`src/verilog/ecwm_pkg.sv`:
```
// Constants for the EEPROM autoload word mapper.
// Assumes word addresses are byte addresses of 16-bit EEPROM words.
package ecwm_pkg;
	localparam int NPORT = 3;
	// EEPROM word addresses
	localparam logic [7:0] EE_PM_P1 = 8'h82;
	localparam logic [7:0] EE_PM_P2 = 8'h84;
	localparam logic [7:0] EE_ACK_P0 = 8'h88;
	localparam logic [7:0] EE_ACK_P1 = 8'h8A;
	localparam logic [7:0] EE_ACK_P2 = 8'h8C;
	localparam logic [7:0] EE_SLO_P1 = 8'h92;
	localparam logic [7:0] EE_SLO_P2 = 8'h94;
	localparam logic [7:0] EE_SHI_P1 = 8'h9A;
	localparam logic [7:0] EE_SHI_P2 = 8'h9C;
	localparam logic [7:0] EE_VC_P0 = 8'hA0;
	localparam logic [7:0] EE_VC_P1 = 8'hA2;
	localparam logic [7:0] EE_VC_P2 = 8'hA4;
	localparam logic [4:0] EE_IDX_BASE = 5'h01;
	// Word defaults
	localparam logic [15:0] PM_DEF = 16'h33A1;
	localparam logic [15:0] ACK_DEF = 16'h0000;
	localparam logic [15:0] SLO_DEF = 16'h0000;
	localparam logic [15:0] SHI_P1_DEF = 16'h0008;
	localparam logic [15:0] SHI_P2_DEF = 16'h0010;
	localparam logic [15:0] VC_DEF = 16'h0000;
	// Word kinds
	localparam logic [2:0] K_NONE = 3'h0;
	localparam logic [2:0] K_PM = 3'h1;
	localparam logic [2:0] K_ACK = 3'h2;
	localparam logic [2:0] K_SLO = 3'h3;
	localparam logic [2:0] K_SHI = 3'h4;
	localparam logic [2:0] K_VC = 3'h5;
	// Configuration offsets
	localparam logic [9:0] CFG_070 = 10'h070;
	localparam logic [9:0] CFG_074 = 10'h074;
	localparam logic [9:0] CFG_088 = 10'h088;
	localparam logic [9:0] CFG_0D4 = 10'h0D4;
	localparam logic [9:0] CFG_15C = 10'h15C;
	localparam logic [9:0] CFG_160 = 10'h160;
	localparam logic [9:0] CFG_STAT = 10'h3FC;
	// Field positions
	localparam int PM_LO = 8;
	localparam int VGA_BIT = 31;
	localparam int TUNE_LO = 24;
	localparam int ACK_LO = 16;
	localparam int VCTS_LO = 16;
	localparam int SEEN_LO = 8;
	typedef enum logic [1:0] {
		ST_LOAD = 2'h1,
		ST_READY = 2'h2
	} ecwm_state_t;
endpackage

```
`src/verilog/ecwm_top.sv`:
```
// Maps EEPROM autoload words 82h..A4h onto per-port config fields.
// Assumes an autoload engine presents each word with a valid strobe
// and flags the end of autoload; software sits on a plain reg port.
`timescale 1ns/100ps
`default_nettype none

// Overview of operation
// - Word 82h puts bits 6:0 into port 1 register 74h bits 14:8, default 33A1h.
// - Those bits mean D3-to-L1, L1 delay select, L0s enable, Rx polarity off.
// - Bit 7 of the port 1 word drives port 1 VGA decode, 70h bit 31.
// - Bits 15:8 of the port 1 word go to port 1 88h bits 31:24.
// - Word 84h does the same for port 2, default 33A1h.
// - Words 88h, 8Ah, 8Ch give the ack latency timer of ports 0..2.
// - Words 92h, 94h give the low slot capability word of ports 1, 2.
// - Words 9Ah, 9Ch give the high slot word, defaults 0008h, 0010h.
// - Words A0h..A4h bits 6:0 give VC1 max time slot, 15Ch bits 22:16.
// - Bits 15:8 of those words give the TC-to-VC1 map, 160h bits 7:0.
module ecwm_top
	import ecwm_pkg::*;
(
	// Clock and reset
	input wire logic CLK_I,
	input wire logic RST_N_I,
	// Autoload word stream
	input wire logic WORD_VALID_I,
	input wire logic [7:0] WORD_ADDR_I,
	input wire logic [15:0] WORD_DATA_I,
	input wire logic LOAD_DONE_I,
	// Register port
	input wire logic [11:0] ADDR_I,
	input wire logic [31:0] WDATA_I,
	input wire logic WR_I,
	input wire logic RD_I,
	output logic [31:0] RDATA_O,
	// Ready flag and mapped fields, port n in slice n
	output logic CFG_READY_O,
	output logic [20:0] PM_CTRL_O,
	output logic [2:0] VGA_EN_O,
	output logic [23:0] PHY_VENDOR_TUNING_O,
	output logic [44:0] ACK_LAT_O,
	output logic [95:0] SLOT_CAP_O,
	output logic [20:0] VC1_SLOT_O,
	output logic [23:0] TC_MAP_O
);

	////////////////////////////////////////////////////////////////////
	// Decode of an EEPROM word address into kind and port
	function automatic logic [4:0] ee_kind(input logic [7:0] a);
		if (a == EE_PM_P1) begin
			return {K_PM, 2'h1};
		end else if (a == EE_PM_P2) begin
			return {K_PM, 2'h2};
		end else if (a == EE_ACK_P0) begin
			return {K_ACK, 2'h0};
		end else if (a == EE_ACK_P1) begin
			return {K_ACK, 2'h1};
		end else if (a == EE_ACK_P2) begin
			return {K_ACK, 2'h2};
		end else if (a == EE_SLO_P1) begin
			return {K_SLO, 2'h1};
		end else if (a == EE_SLO_P2) begin
			return {K_SLO, 2'h2};
		end else if (a == EE_SHI_P1) begin
			return {K_SHI, 2'h1};
		end else if (a == EE_SHI_P2) begin
			return {K_SHI, 2'h2};
		end else if (a == EE_VC_P0) begin
			return {K_VC, 2'h0};
		end else if (a == EE_VC_P1) begin
			return {K_VC, 2'h1};
		end else if (a == EE_VC_P2) begin
			return {K_VC, 2'h2};
		end
		return {K_NONE, 2'h0};
	endfunction

	////////////////////////////////////////////////////////////////////
	// State
	ecwm_state_t st_q, st_d;
	logic [17:0] seen_q, seen_d;
	logic [6:0] pm_q [NPORT];
	logic [6:0] pm_d [NPORT];
	logic vga_q [NPORT];
	logic vga_d [NPORT];
	logic [7:0] tune_q [NPORT];
	logic [7:0] tune_d [NPORT];
	logic [14:0] ack_q [NPORT];
	logic [14:0] ack_d [NPORT];
	logic [31:0] slot_q [NPORT];
	logic [31:0] slot_d [NPORT];
	logic [6:0] vcts_q [NPORT];
	logic [6:0] vcts_d [NPORT];
	logic [7:0] tc_q [NPORT];
	logic [7:0] tc_d [NPORT];
	logic [31:0] rd_q, rd_d;

	// Word decode shared by load logic and checks
	logic [4:0] wk;
	logic [2:0] w_kind;
	logic [1:0] w_port;
	logic [4:0] w_idx;
	logic w_take;
	logic [1:0] r_port;
	logic [9:0] r_off;
	assign wk = ee_kind(WORD_ADDR_I);
	assign w_kind = wk[4:2];
	assign w_port = wk[1:0];
	assign w_idx = WORD_ADDR_I[5:1] - EE_IDX_BASE;
	// A repeated word is dropped so late reads cannot undo a load
	assign w_take = (st_q == ST_LOAD) && WORD_VALID_I &&
		(w_kind != K_NONE) && !seen_q[w_idx];
	assign r_port = ADDR_I[11:10];
	assign r_off = ADDR_I[9:0];

	////////////////////////////////////////////////////////////////////
	// Next-state: autoload, then software writes
	always_comb begin
		st_d = st_q;
		seen_d = seen_q;
		pm_d = pm_q;
		vga_d = vga_q;
		tune_d = tune_q;
		ack_d = ack_q;
		slot_d = slot_q;
		vcts_d = vcts_q;
		tc_d = tc_q;
		case (st_q)
			ST_LOAD: begin
				// Config writes stay shut until LOAD_DONE_I flags the end of autoload
				if (LOAD_DONE_I) begin
					st_d = ST_READY;
				end
				if (w_take) begin
					seen_d[w_idx] = 1'b1;
					if (w_kind == K_PM) begin
						pm_d[w_port] = WORD_DATA_I[6:0];
						vga_d[w_port] = WORD_DATA_I[7];
						tune_d[w_port] = WORD_DATA_I[15:8];
					end else if (w_kind == K_ACK) begin
						ack_d[w_port] = WORD_DATA_I[14:0];
					end else if (w_kind == K_SLO) begin
						slot_d[w_port][15:0] = WORD_DATA_I;
					end else if (w_kind == K_SHI) begin
						slot_d[w_port][31:16] = WORD_DATA_I;
					end else begin
						vcts_d[w_port] = WORD_DATA_I[6:0];
						tc_d[w_port] = WORD_DATA_I[15:8];
					end
				end
			end
			ST_READY: begin
				// Only fields this block holds are writable
				if (WR_I && r_port < 2'h3) begin
					if (r_off == CFG_070) begin
						ack_d[r_port] = WDATA_I[30:16];
						if (r_port != 2'h0) begin
							vga_d[r_port] = WDATA_I[VGA_BIT];
						end
					end else if (r_off == CFG_074 && r_port != 2'h0) begin
						pm_d[r_port] = WDATA_I[14:8];
					end else if (r_off == CFG_088 && r_port != 2'h0) begin
						tune_d[r_port] = WDATA_I[31:24];
					end else if (r_off == CFG_0D4 && r_port != 2'h0) begin
						slot_d[r_port] = WDATA_I;
					end else if (r_off == CFG_15C) begin
						vcts_d[r_port] = WDATA_I[22:16];
					end else if (r_off == CFG_160) begin
						tc_d[r_port] = WDATA_I[7:0];
					end
				end
			end
			default: begin
				st_d = ST_LOAD;
			end
		endcase
	end

	////////////////////////////////////////////////////////////////////
	// Read data: valid only in the cycle after the strobe
	always_comb begin
		rd_d = 32'h0000_0000;
		if (RD_I && r_port < 2'h3) begin
			if (r_off == CFG_070) begin
				rd_d[VGA_BIT] = vga_q[r_port];
				rd_d[ACK_LO +: 15] = ack_q[r_port];
			end else if (r_off == CFG_074) begin
				rd_d[PM_LO +: 7] = pm_q[r_port];
			end else if (r_off == CFG_088) begin
				rd_d[TUNE_LO +: 8] = tune_q[r_port];
			end else if (r_off == CFG_0D4) begin
				rd_d = slot_q[r_port];
			end else if (r_off == CFG_15C) begin
				rd_d[VCTS_LO +: 7] = vcts_q[r_port];
			end else if (r_off == CFG_160) begin
				rd_d[7:0] = tc_q[r_port];
			end else if (r_off == CFG_STAT && r_port == 2'h0) begin
				rd_d[0] = (st_q == ST_READY);
				rd_d[SEEN_LO +: 18] = seen_q;
			end
		end
	end

	////////////////////////////////////////////////////////////////////
	// Registers; unheld port 0 fields reset to zero
	always_ff @(posedge CLK_I) begin
		if (!RST_N_I) begin
			st_q <= ST_LOAD;
			seen_q <= '0;
			rd_q <= 32'h0000_0000;
			for (int i = 0; i < NPORT; i++) begin
				pm_q[i] <= (i == 0) ? 7'h00 : PM_DEF[6:0];
				vga_q[i] <= (i == 0) ? 1'b0 : PM_DEF[7];
				tune_q[i] <= (i == 0) ? 8'h00 : PM_DEF[15:8];
				ack_q[i] <= ACK_DEF[14:0];
				slot_q[i] <= (i == 1) ? {SHI_P1_DEF, SLO_DEF} :
					(i == 2) ? {SHI_P2_DEF, SLO_DEF} : 32'h0000_0000;
				vcts_q[i] <= VC_DEF[6:0];
				tc_q[i] <= VC_DEF[15:8];
			end
		end else begin
			st_q <= st_d;
			seen_q <= seen_d;
			rd_q <= rd_d;
			pm_q <= pm_d;
			vga_q <= vga_d;
			tune_q <= tune_d;
			ack_q <= ack_d;
			slot_q <= slot_d;
			vcts_q <= vcts_d;
			tc_q <= tc_d;
		end
	end

	////////////////////////////////////////////////////////////////////
	// Outputs straight from flip-flops, CFG_READY_O decoded from st_q
	assign RDATA_O = rd_q;
	assign CFG_READY_O = (st_q == ST_READY);
	always_comb begin
		for (int i = 0; i < NPORT; i++) begin
			PM_CTRL_O[i*7 +: 7] = pm_q[i];
			VGA_EN_O[i] = vga_q[i];
			PHY_VENDOR_TUNING_O[i*8 +: 8] = tune_q[i];
			ACK_LAT_O[i*15 +: 15] = ack_q[i];
			SLOT_CAP_O[i*32 +: 32] = slot_q[i];
			VC1_SLOT_O[i*7 +: 7] = vcts_q[i];
			TC_MAP_O[i*8 +: 8] = tc_q[i];
		end
	end
endmodule

`default_nettype wire

```
`config.mk`:
```
export PLATFORM = sky130hd
export DESIGN_NAME = ecwm_top
export DESIGN_NICKNAME = d
export VERILOG_FILES = /design/src/verilog/ecwm_pkg.sv /design/src/verilog/ecwm_top.sv
export SDC_FILE = /design/constraint.sdc
export NUM_CORES = 1
export LEC_CHECK = 0
export BUFFER_PORTS_ARGS = -buffer_cell sky130_fd_sc_hd__buf_2
export CAP_MARGIN = 40
export CORE_MARGIN = 3
export CORE_UTILIZATION = 49
export CTS_BUF_LIST = sky130_fd_sc_hd__clkbuf_16
export DETAILED_ROUTE_END_ITERATION = 8
export PLACE_DENSITY_LB_ADDON = 0.3
export SETUP_SLACK_MARGIN = 0.15
export SLEW_MARGIN = 20
export SYNTH_ARGS = -nofsm -noshare
export SYNTH_HDL_FRONTEND = slang
export SYNTH_SLANG_ARGS = --single-unit
```
`constraint.sdc`:
```
create_clock -name CLK_I -period 2.8 [get_ports CLK_I]
set_input_delay 0.28 -clock CLK_I [delete_from_list [all_inputs] [get_ports CLK_I]]
set_output_delay 0.28 -clock CLK_I [all_outputs]
set_load 0.01 [all_outputs]
```
### After elaboration in Yosys (flattened, before gate mapping)

Cells that the tools add are included.

* add/sub/neg operators: 1
* multiply operators: 0
* divide/modulo/power cells: 0
* magnitude comparators: 7
* eq/ne operators: 47
* shift operators: 0
* mux-type cells: 169
* bitwise operators: 6
* reductions and logical operators: 29

Operator list (number)
* 96-bit 2-to-1 mux: 10
* 24-bit 2-to-1 mux: 19
* 21-bit 2-to-1 mux: 16
* 96-bit bitwise mux: 3
* 45-bit 2-to-1 mux: 5
* 32-bit demux with 2-bit select: 3
* 96-bit case mux with 2 select lines: 1
* 32-bit 2-to-1 mux: 4
* 18-bit 2-to-1 mux: 6
* 24-bit bitwise mux: 4
* 8-bit equality test, second input constant: 12
* 24-bit case mux with 2 select lines: 2
* 45-bit bitwise mux: 2
* 45-bit case mux with 2 select lines: 1
* 21-bit bitwise mux: 4
* 21-bit case mux with 2 select lines: 2
* 5-bit 2-to-1 mux: 13
* 32-bit binary-select mux with 2-bit select: 1
* 7-bit 2-to-1 mux: 9
* 15-bit demux with 2-bit select: 2
* 15-bit 2-to-1 mux: 4
* 8-bit 2-to-1 mux: 7
* 16-bit 2-to-1 mux: 3
* 8-bit binary-select mux with 2-bit select: 2
* 51 further kinds: 124

* flip-flop bits (word level): 286
* latch bits: 0
* bits in writable memories: 0
* bits in read-only memories: 0
* input port bits: 74
* output and inout port bits: 267
* word-level logic and storage cells: 285
* memories kept: 0

### Longest topological paths before layout

* depth after elaboration: 26
* gate-level depth with buffers: 13
* mapped depth without buffers: 8

### Least setup slack after synthesis

No wires, ideal clock.

* kind: input-to-reg
* from: input port WORD_ADDR_I[1]
* to: register tc_q (netlist bit TC_MAP_O[0])
* library setup time: 0.072 ns
* arrival time: 2.871 ns
* required time: 2.728 ns
* slack: -0.142 ns
* stages: 11
* buffers on the path: 3
* cells stage by stage: buf_2 inv_1 ha_1 buf_4 xor2_1 a2111oi_0 or4_1 buf_4 nor2_1 nor4_4 mux2i_1

* word-level cells in the longest chain between the ends: 26
* elaborated cells on any way between the ends: 66
* those cells by class: add/sub: 1; order compare: 2; eq/ne: 21; mux: 35; bitwise: 1; reduce/logical: 6

RTL lines
* start, declared: line ecwm_top.sv:26 `input wire logic [7:0] WORD_ADDR_I,`
* 8-bit equality test: line ecwm_top.sv:71 `end else if (a == EE_VC_P2) begin`
* 1-bit 2-to-1 mux: line ecwm_top.sv:71
* 1-bit 2-to-1 mux: line ecwm_top.sv:69 `end else if (a == EE_VC_P1) begin`
* 1-bit 2-to-1 mux: line ecwm_top.sv:67 `end else if (a == EE_VC_P0) begin`
* 1-bit 2-to-1 mux: line ecwm_top.sv:65 `end else if (a == EE_SHI_P2) begin`
* 1-bit 2-to-1 mux: line ecwm_top.sv:63 `end else if (a == EE_SHI_P1) begin`
* 1-bit 2-to-1 mux: line ecwm_top.sv:61 `end else if (a == EE_SLO_P2) begin`
* 1-bit 2-to-1 mux: line ecwm_top.sv:59 `end else if (a == EE_SLO_P1) begin`
* [10 not listed]
* 8-bit demux with 2-bit select: line ecwm_top.sv:147 `tc_d[w_port] = WORD_DATA_I[15:8];`
* 24-bit bitwise mux: line ecwm_top.sv:147
* 24-bit 2-to-1 mux: line ecwm_top.sv:143 `end else if (w_kind == K_SHI) begin`
* 24-bit 2-to-1 mux: line ecwm_top.sv:141 `end else if (w_kind == K_SLO) begin`
* 24-bit 2-to-1 mux: line ecwm_top.sv:139 `end else if (w_kind == K_ACK) begin`
* 24-bit 2-to-1 mux: line ecwm_top.sv:135 `if (w_kind == K_PM) begin`
* 24-bit 2-to-1 mux: line ecwm_top.sv:133 `if (w_take) begin`
* 24-bit case mux with 2 select lines: line ecwm_top.sv:127 `case (st_q)`
* end signal, assigned by index: line ecwm_top.sv:218 `tc_q[i] <= VC_DEF[15:8];`
* end signal, assigned: line ecwm_top.sv:230 `tc_q <= tc_d;`
* end, declared: line ecwm_top.sv:93 `logic [7:0] tc_q [NPORT];`

Parallel ways exist; a longest one is shown, timed or not. The select of a mux whose other input is x is not followed.
A chain may end at the register's enable or synchronous reset.

### Worst setup path after layout

* from: register st_q[0]
* to: register vcts_q (netlist bit VC1_SLOT_O[3])

* word-level cells in the longest chain between the ends: 6
* elaborated cells on any way between the ends: 19
* those cells by class: eq/ne: 13; mux: 1; reduce/logical: 5

RTL lines
* start, declared: line ecwm_top.sv:79 `ecwm_state_t st_q, st_d;`
* start signal, assigned: line ecwm_top.sv:221 `st_q <= st_d;`
* 2-bit by 1-bit equality test with 1-bit output: line ecwm_top.sv:110, ecwm_top.sv:127
* 1-bit logical AND (2 in series): line ecwm_top.sv:110 `assign w_take = (st_q == ST_LOAD) && WORD_VALID_I &&`
* 1-bit logical AND: line ecwm_top.sv:111 `(w_kind != K_NONE) && !seen_q[w_idx];`
* 2-bit != test (no source line)
* 12-bit AND reduction (no source line)
* end signal, assigned by index: line ecwm_top.sv:217 `vcts_q[i] <= VC_DEF[6:0];`
* end signal, assigned: line ecwm_top.sv:229 `vcts_q <= vcts_d;`
* end, declared: line ecwm_top.sv:91 `logic [6:0] vcts_q [NPORT];`

Parallel ways exist; a longest one is shown, timed or not.

==> flow_metrics.py <==
metrics = {
    "floorplan": {
        "core_mm2": 0.0292,
        "die-area_mm2": 0.0321,
        "die_w_um": 179,
        "io_pins": 341,
        "dieHeight_um": 179,
        "initial_core_util": 0.504,
        "row_count": 62,
    },
    "timing": {
        "post-route-min-period_ns": 2.56,
        "max-slew-margin-rel": 0.370,
        "finalCritPeriodShare": 0.913,
        "grt_setup_unrepaired": "false",
        "clock_skew_ns": 0.0152,
        "slew_violations": 0,
        "hold_viol": 0,
        "fin_tns_setup_ns": 0,
        "fmax_mhz": 391,
        "setup_viol": 0,
        "worst_pin_slew_ns": 0.935,
    },
    "clock_network": {
        "cts_buffers": 31,
        "cts_buffer_depth": 3,
        "tritoncts": "built",
        "cts-root-buf": "clkbuf_16",
        "insertion_delay_ns": 0.59,
        "cts.reportedPaths.clkPinSlew_ns": 0.06,
        "postCtsSetupBuffers": 0,
        "htree_levels": 1,
        "clock-sinks": 286,
    },
    "drt": {
        "drc": 0,
        "ant_nets": 0,
        "wl_met1_um": 25200,
        "dr_total_vias": 16500,
        "wl_um": 67500,
        "first_pass_iters": 7,
        "routed-wl-met2_um": 28300,
        "wire_per_inst_um": 28.2,
        "wl_met3_um": 9670,
        "routed.top_layer": "met4",
        "avgViaCountPerCell": 6.88,
        "drt_iter0_drc": 2626,
    },
    "hold_path": {
        "hold_path.class": "in2reg",
        "hold_end": "TC_MAP_O[15]$_SDFFE_PN0P_",
        "worstHoldStart": "WDATA_I[7]",
        "min_delay_path_depth": 3,
    },
    "synth": {
        "syn-cell-area_mm2": 0.0147,
        "synth.distinct_cells": 75,
        "yosys-top-cells-count": "dfxtp_1 (286), nand2_1 (221), mux2i_1 (143)",
        "synth.largest_area_cell": "dfxtp_1",
        "synth_nets": 1751,
        "async_flop_share": 0,
        "ys.flop_type": "dfxtp_1",
        "ys_ff_latch": 286,
        "synthTopCellsByArea": "dfxtp_1 (39%), mux2i_1 (9.7%), nand2_1 (5.6%)",
        "avgSynthCellArea_um2": 8.80,
        "synth_top_area_frac": 0.389,
        "synth_edf_count": 0,
        "seq_area_frac_synth": 0.389,
        "ys.warnings.count": 0,
        "synth_most_common_cell": "dfxtp_1",
        "syn_inst": 1671,
    },
    "global_route": {
        "overflow": 0,
        "grt_pass1_vias": 15000,
        "antenna_found_initial": 0,
        "grt_max_degree": 92,
        "grt_pass1_wl_um": 97100,
        "grtUsageTotal": 0.400,
    },
    "final_layout": {
        "drive_above_1_share": 0.284,
        "fillers": 2533,
        "area_growth_syn_to_layout_pct": 26.0,
        "multi_input_area_mm2": 0.00836,
        "fin_nets": 2068,
        "n_antenna_cell": 0,
        "utilization": 0.635,
        "seqCellArea_mm2": 0.00573,
    },
    "setup_path": {
        "r2r-start": "st_q[0]$_SDFFE_PN1P_",
        "start_kind": "register",
        "cp_data_arrival_time_ns": 3.06,
        "path_class": "reg2reg",
        "reg2reg_depth": 10,
        "cp_max_fo": 13,
        "regToRegEndpoint": "VC1_SLOT_O[3]$_SDFFE_PN0P_",
        "end_kind": "register",
        "cp.required_ns": 3.30,
        "ff2ff_setup_slack_ns": 0.24,
    },
    "status": {
        "status": "completed",
    },
    "place": {
        "io_buffers": 340,
        "gp_congestion": 1.04,
        "dp_hpwl_um": 49900,
    },
    "power_and_ir_drop": {
        "p_per_area_mw_per_mm2": 578,
        "ir_worst_vdd_mv": 0.521,
        "p_leak_nw": 7.52,
    },
    "flow_run": {
        "cap_viol_max_count": 0,
    },
}
-- metal layers --
layer / up-vias / track usage
li1: 7013 / -
met2: 1386 / 0.594
met5: - / 0
met4: 0 / 0.204
met1: 7833 / 0.531
met3: 271 / 0.110
-- sequential cells by signal, indices dropped and copies added, names as in the netlist, 18 cells and up --
signal               flops
ACK_LAT_O               45
PHY_VENDOR_TUNING_O     24
PM_CTRL_O               21
RDATA_O                 32
SLOT_CAP_O              96
TC_MAP_O                24
VC1_SLOT_O              21
seen_q                  18
-- worst max-delay path by stage --
stage | start | end | slack [ns] | depth (start not counted)
after global routing | st_q[0]$_SDFFE_PN1P_ | VC1_SLOT_O[6]$_SDFFE_PN0P_ | 0.15 | 10
after floorplan | WORD_ADDR_I[1] | PM_CTRL_O[14]$_SDFFE_PN1P_ | 0.18 | 12
after detailed placement | WORD_ADDR_I[1] | PM_CTRL_O[14]$_SDFFE_PN1P_ | -0.04 | 11
after global placement | WORD_ADDR_I[1] | ACK_LAT_O[16]$_SDFFE_PN0P_ | -0.11 | 10
after CTS | st_q[0]$_SDFFE_PN1P_ | VC1_SLOT_O[20]$_SDFFE_PN0P_ | 0.15 | 8
final | st_q[0]$_SDFFE_PN1P_ | VC1_SLOT_O[3]$_SDFFE_PN0P_ | 0.24 | 10
-- layout by cell type (no fill, tap or decap), types with 5 or more instances in the layout --
cell       count
buf_12        16
nor4_4         6
nand3_1       19
a41oi_1       47
dfxtp_1      286
a221oi_1      45
clkinv_2       8
nor3_1         9
nand2b_1       7
o211a_1        5
buf_4        103
a311oi_1      12
a222oi_1      24
and3_1         7
nor2b_1       10
a22o_1        55
a211oi_1      43
a211oi_2      12
buf_2        339
nor2_1        54
nand2_1      221
o21a_1        74
and2_1        19
bufinv_16      6
a31oi_1       37
inv_1         10
a21o_1         8
a22oi_1       62
o211ai_1       6
clkbuf_16     31
a21oi_1       89
mux2i_1      143
o21ai_0       97
-- cell families after synthesis --
kind of cell,count (synthesis),synth area share
AOI/OAI and AO/OA,649,0.322
xor gates and xnor gates,3,0.00179
adders and majority gates,6,0.00511
buffers and inverters,187,0.0515
DFF,286,0.389
muxes,143,0.0974
and+or+nand+nor,397,0.133
-- power by group --
group,switching [W],leakage [nW],internal (W),total (W)
Sequential,0.000161,2.31,0.00421,0.00437
Combinational,0.00124,4.67,0.000675,0.00192
Clock,0.00184,0.541,0.00259,0.00443
-- cell type report --
| class | instances | share of cell area |
|---|---|---|
| clock inverters | 27 | 0.0168 |
| inverters | 10 | 0.00230 |
| clock buffers | 31 | 0.0419 |
| well taps | 384 | 0.0259 |
| repair buffers | 461 | 0.153 |
| flip-flops and latches | 286 | 0.309 |
| multi-input cells | 1198 | 0.451 |
-- what timing repair did --
action | CTS | global route
gates cloned | 0 | 1
resized for setup | 3 | 4
endpoints found under the hold margin | 1 | 0
endpoints found under the setup margin | 10 | 100
hold buffers | 1 | 0
pin swaps | 0 | 0
-- critical path, stage by stage (launching register included) --
cell and delay, ns:
dfxtp_1 0.33, inv_1 0.06, ha_2 0.26, buf_4 0.24
inv_1 0.14, nor3_4 0.26, buf_6 0.22, o21ai_0 0.20
nor4b_2 0.31, buf_4 0.25, mux2i_1 0.20
-- metrics by stage --
stage	std cells	hold slack, ns	area (µm²)	setup slack [ns]	power (W)
after floorplan	1671	0.440	14800	0.180	0.00544
after global placement	2333	0.453	17400	-0.114	0.00627
after detailed placement	2337	0.466	17400	-0.0393	0.00629
after CTS	2396	0.0446	18500	0.148	0.0106
after global routing	2397	0.0586	18500	0.152	0.0110
final	2397	0.0602	18500	0.244	0.0107
Note: power is estimated with default switching activity, not from simulation.
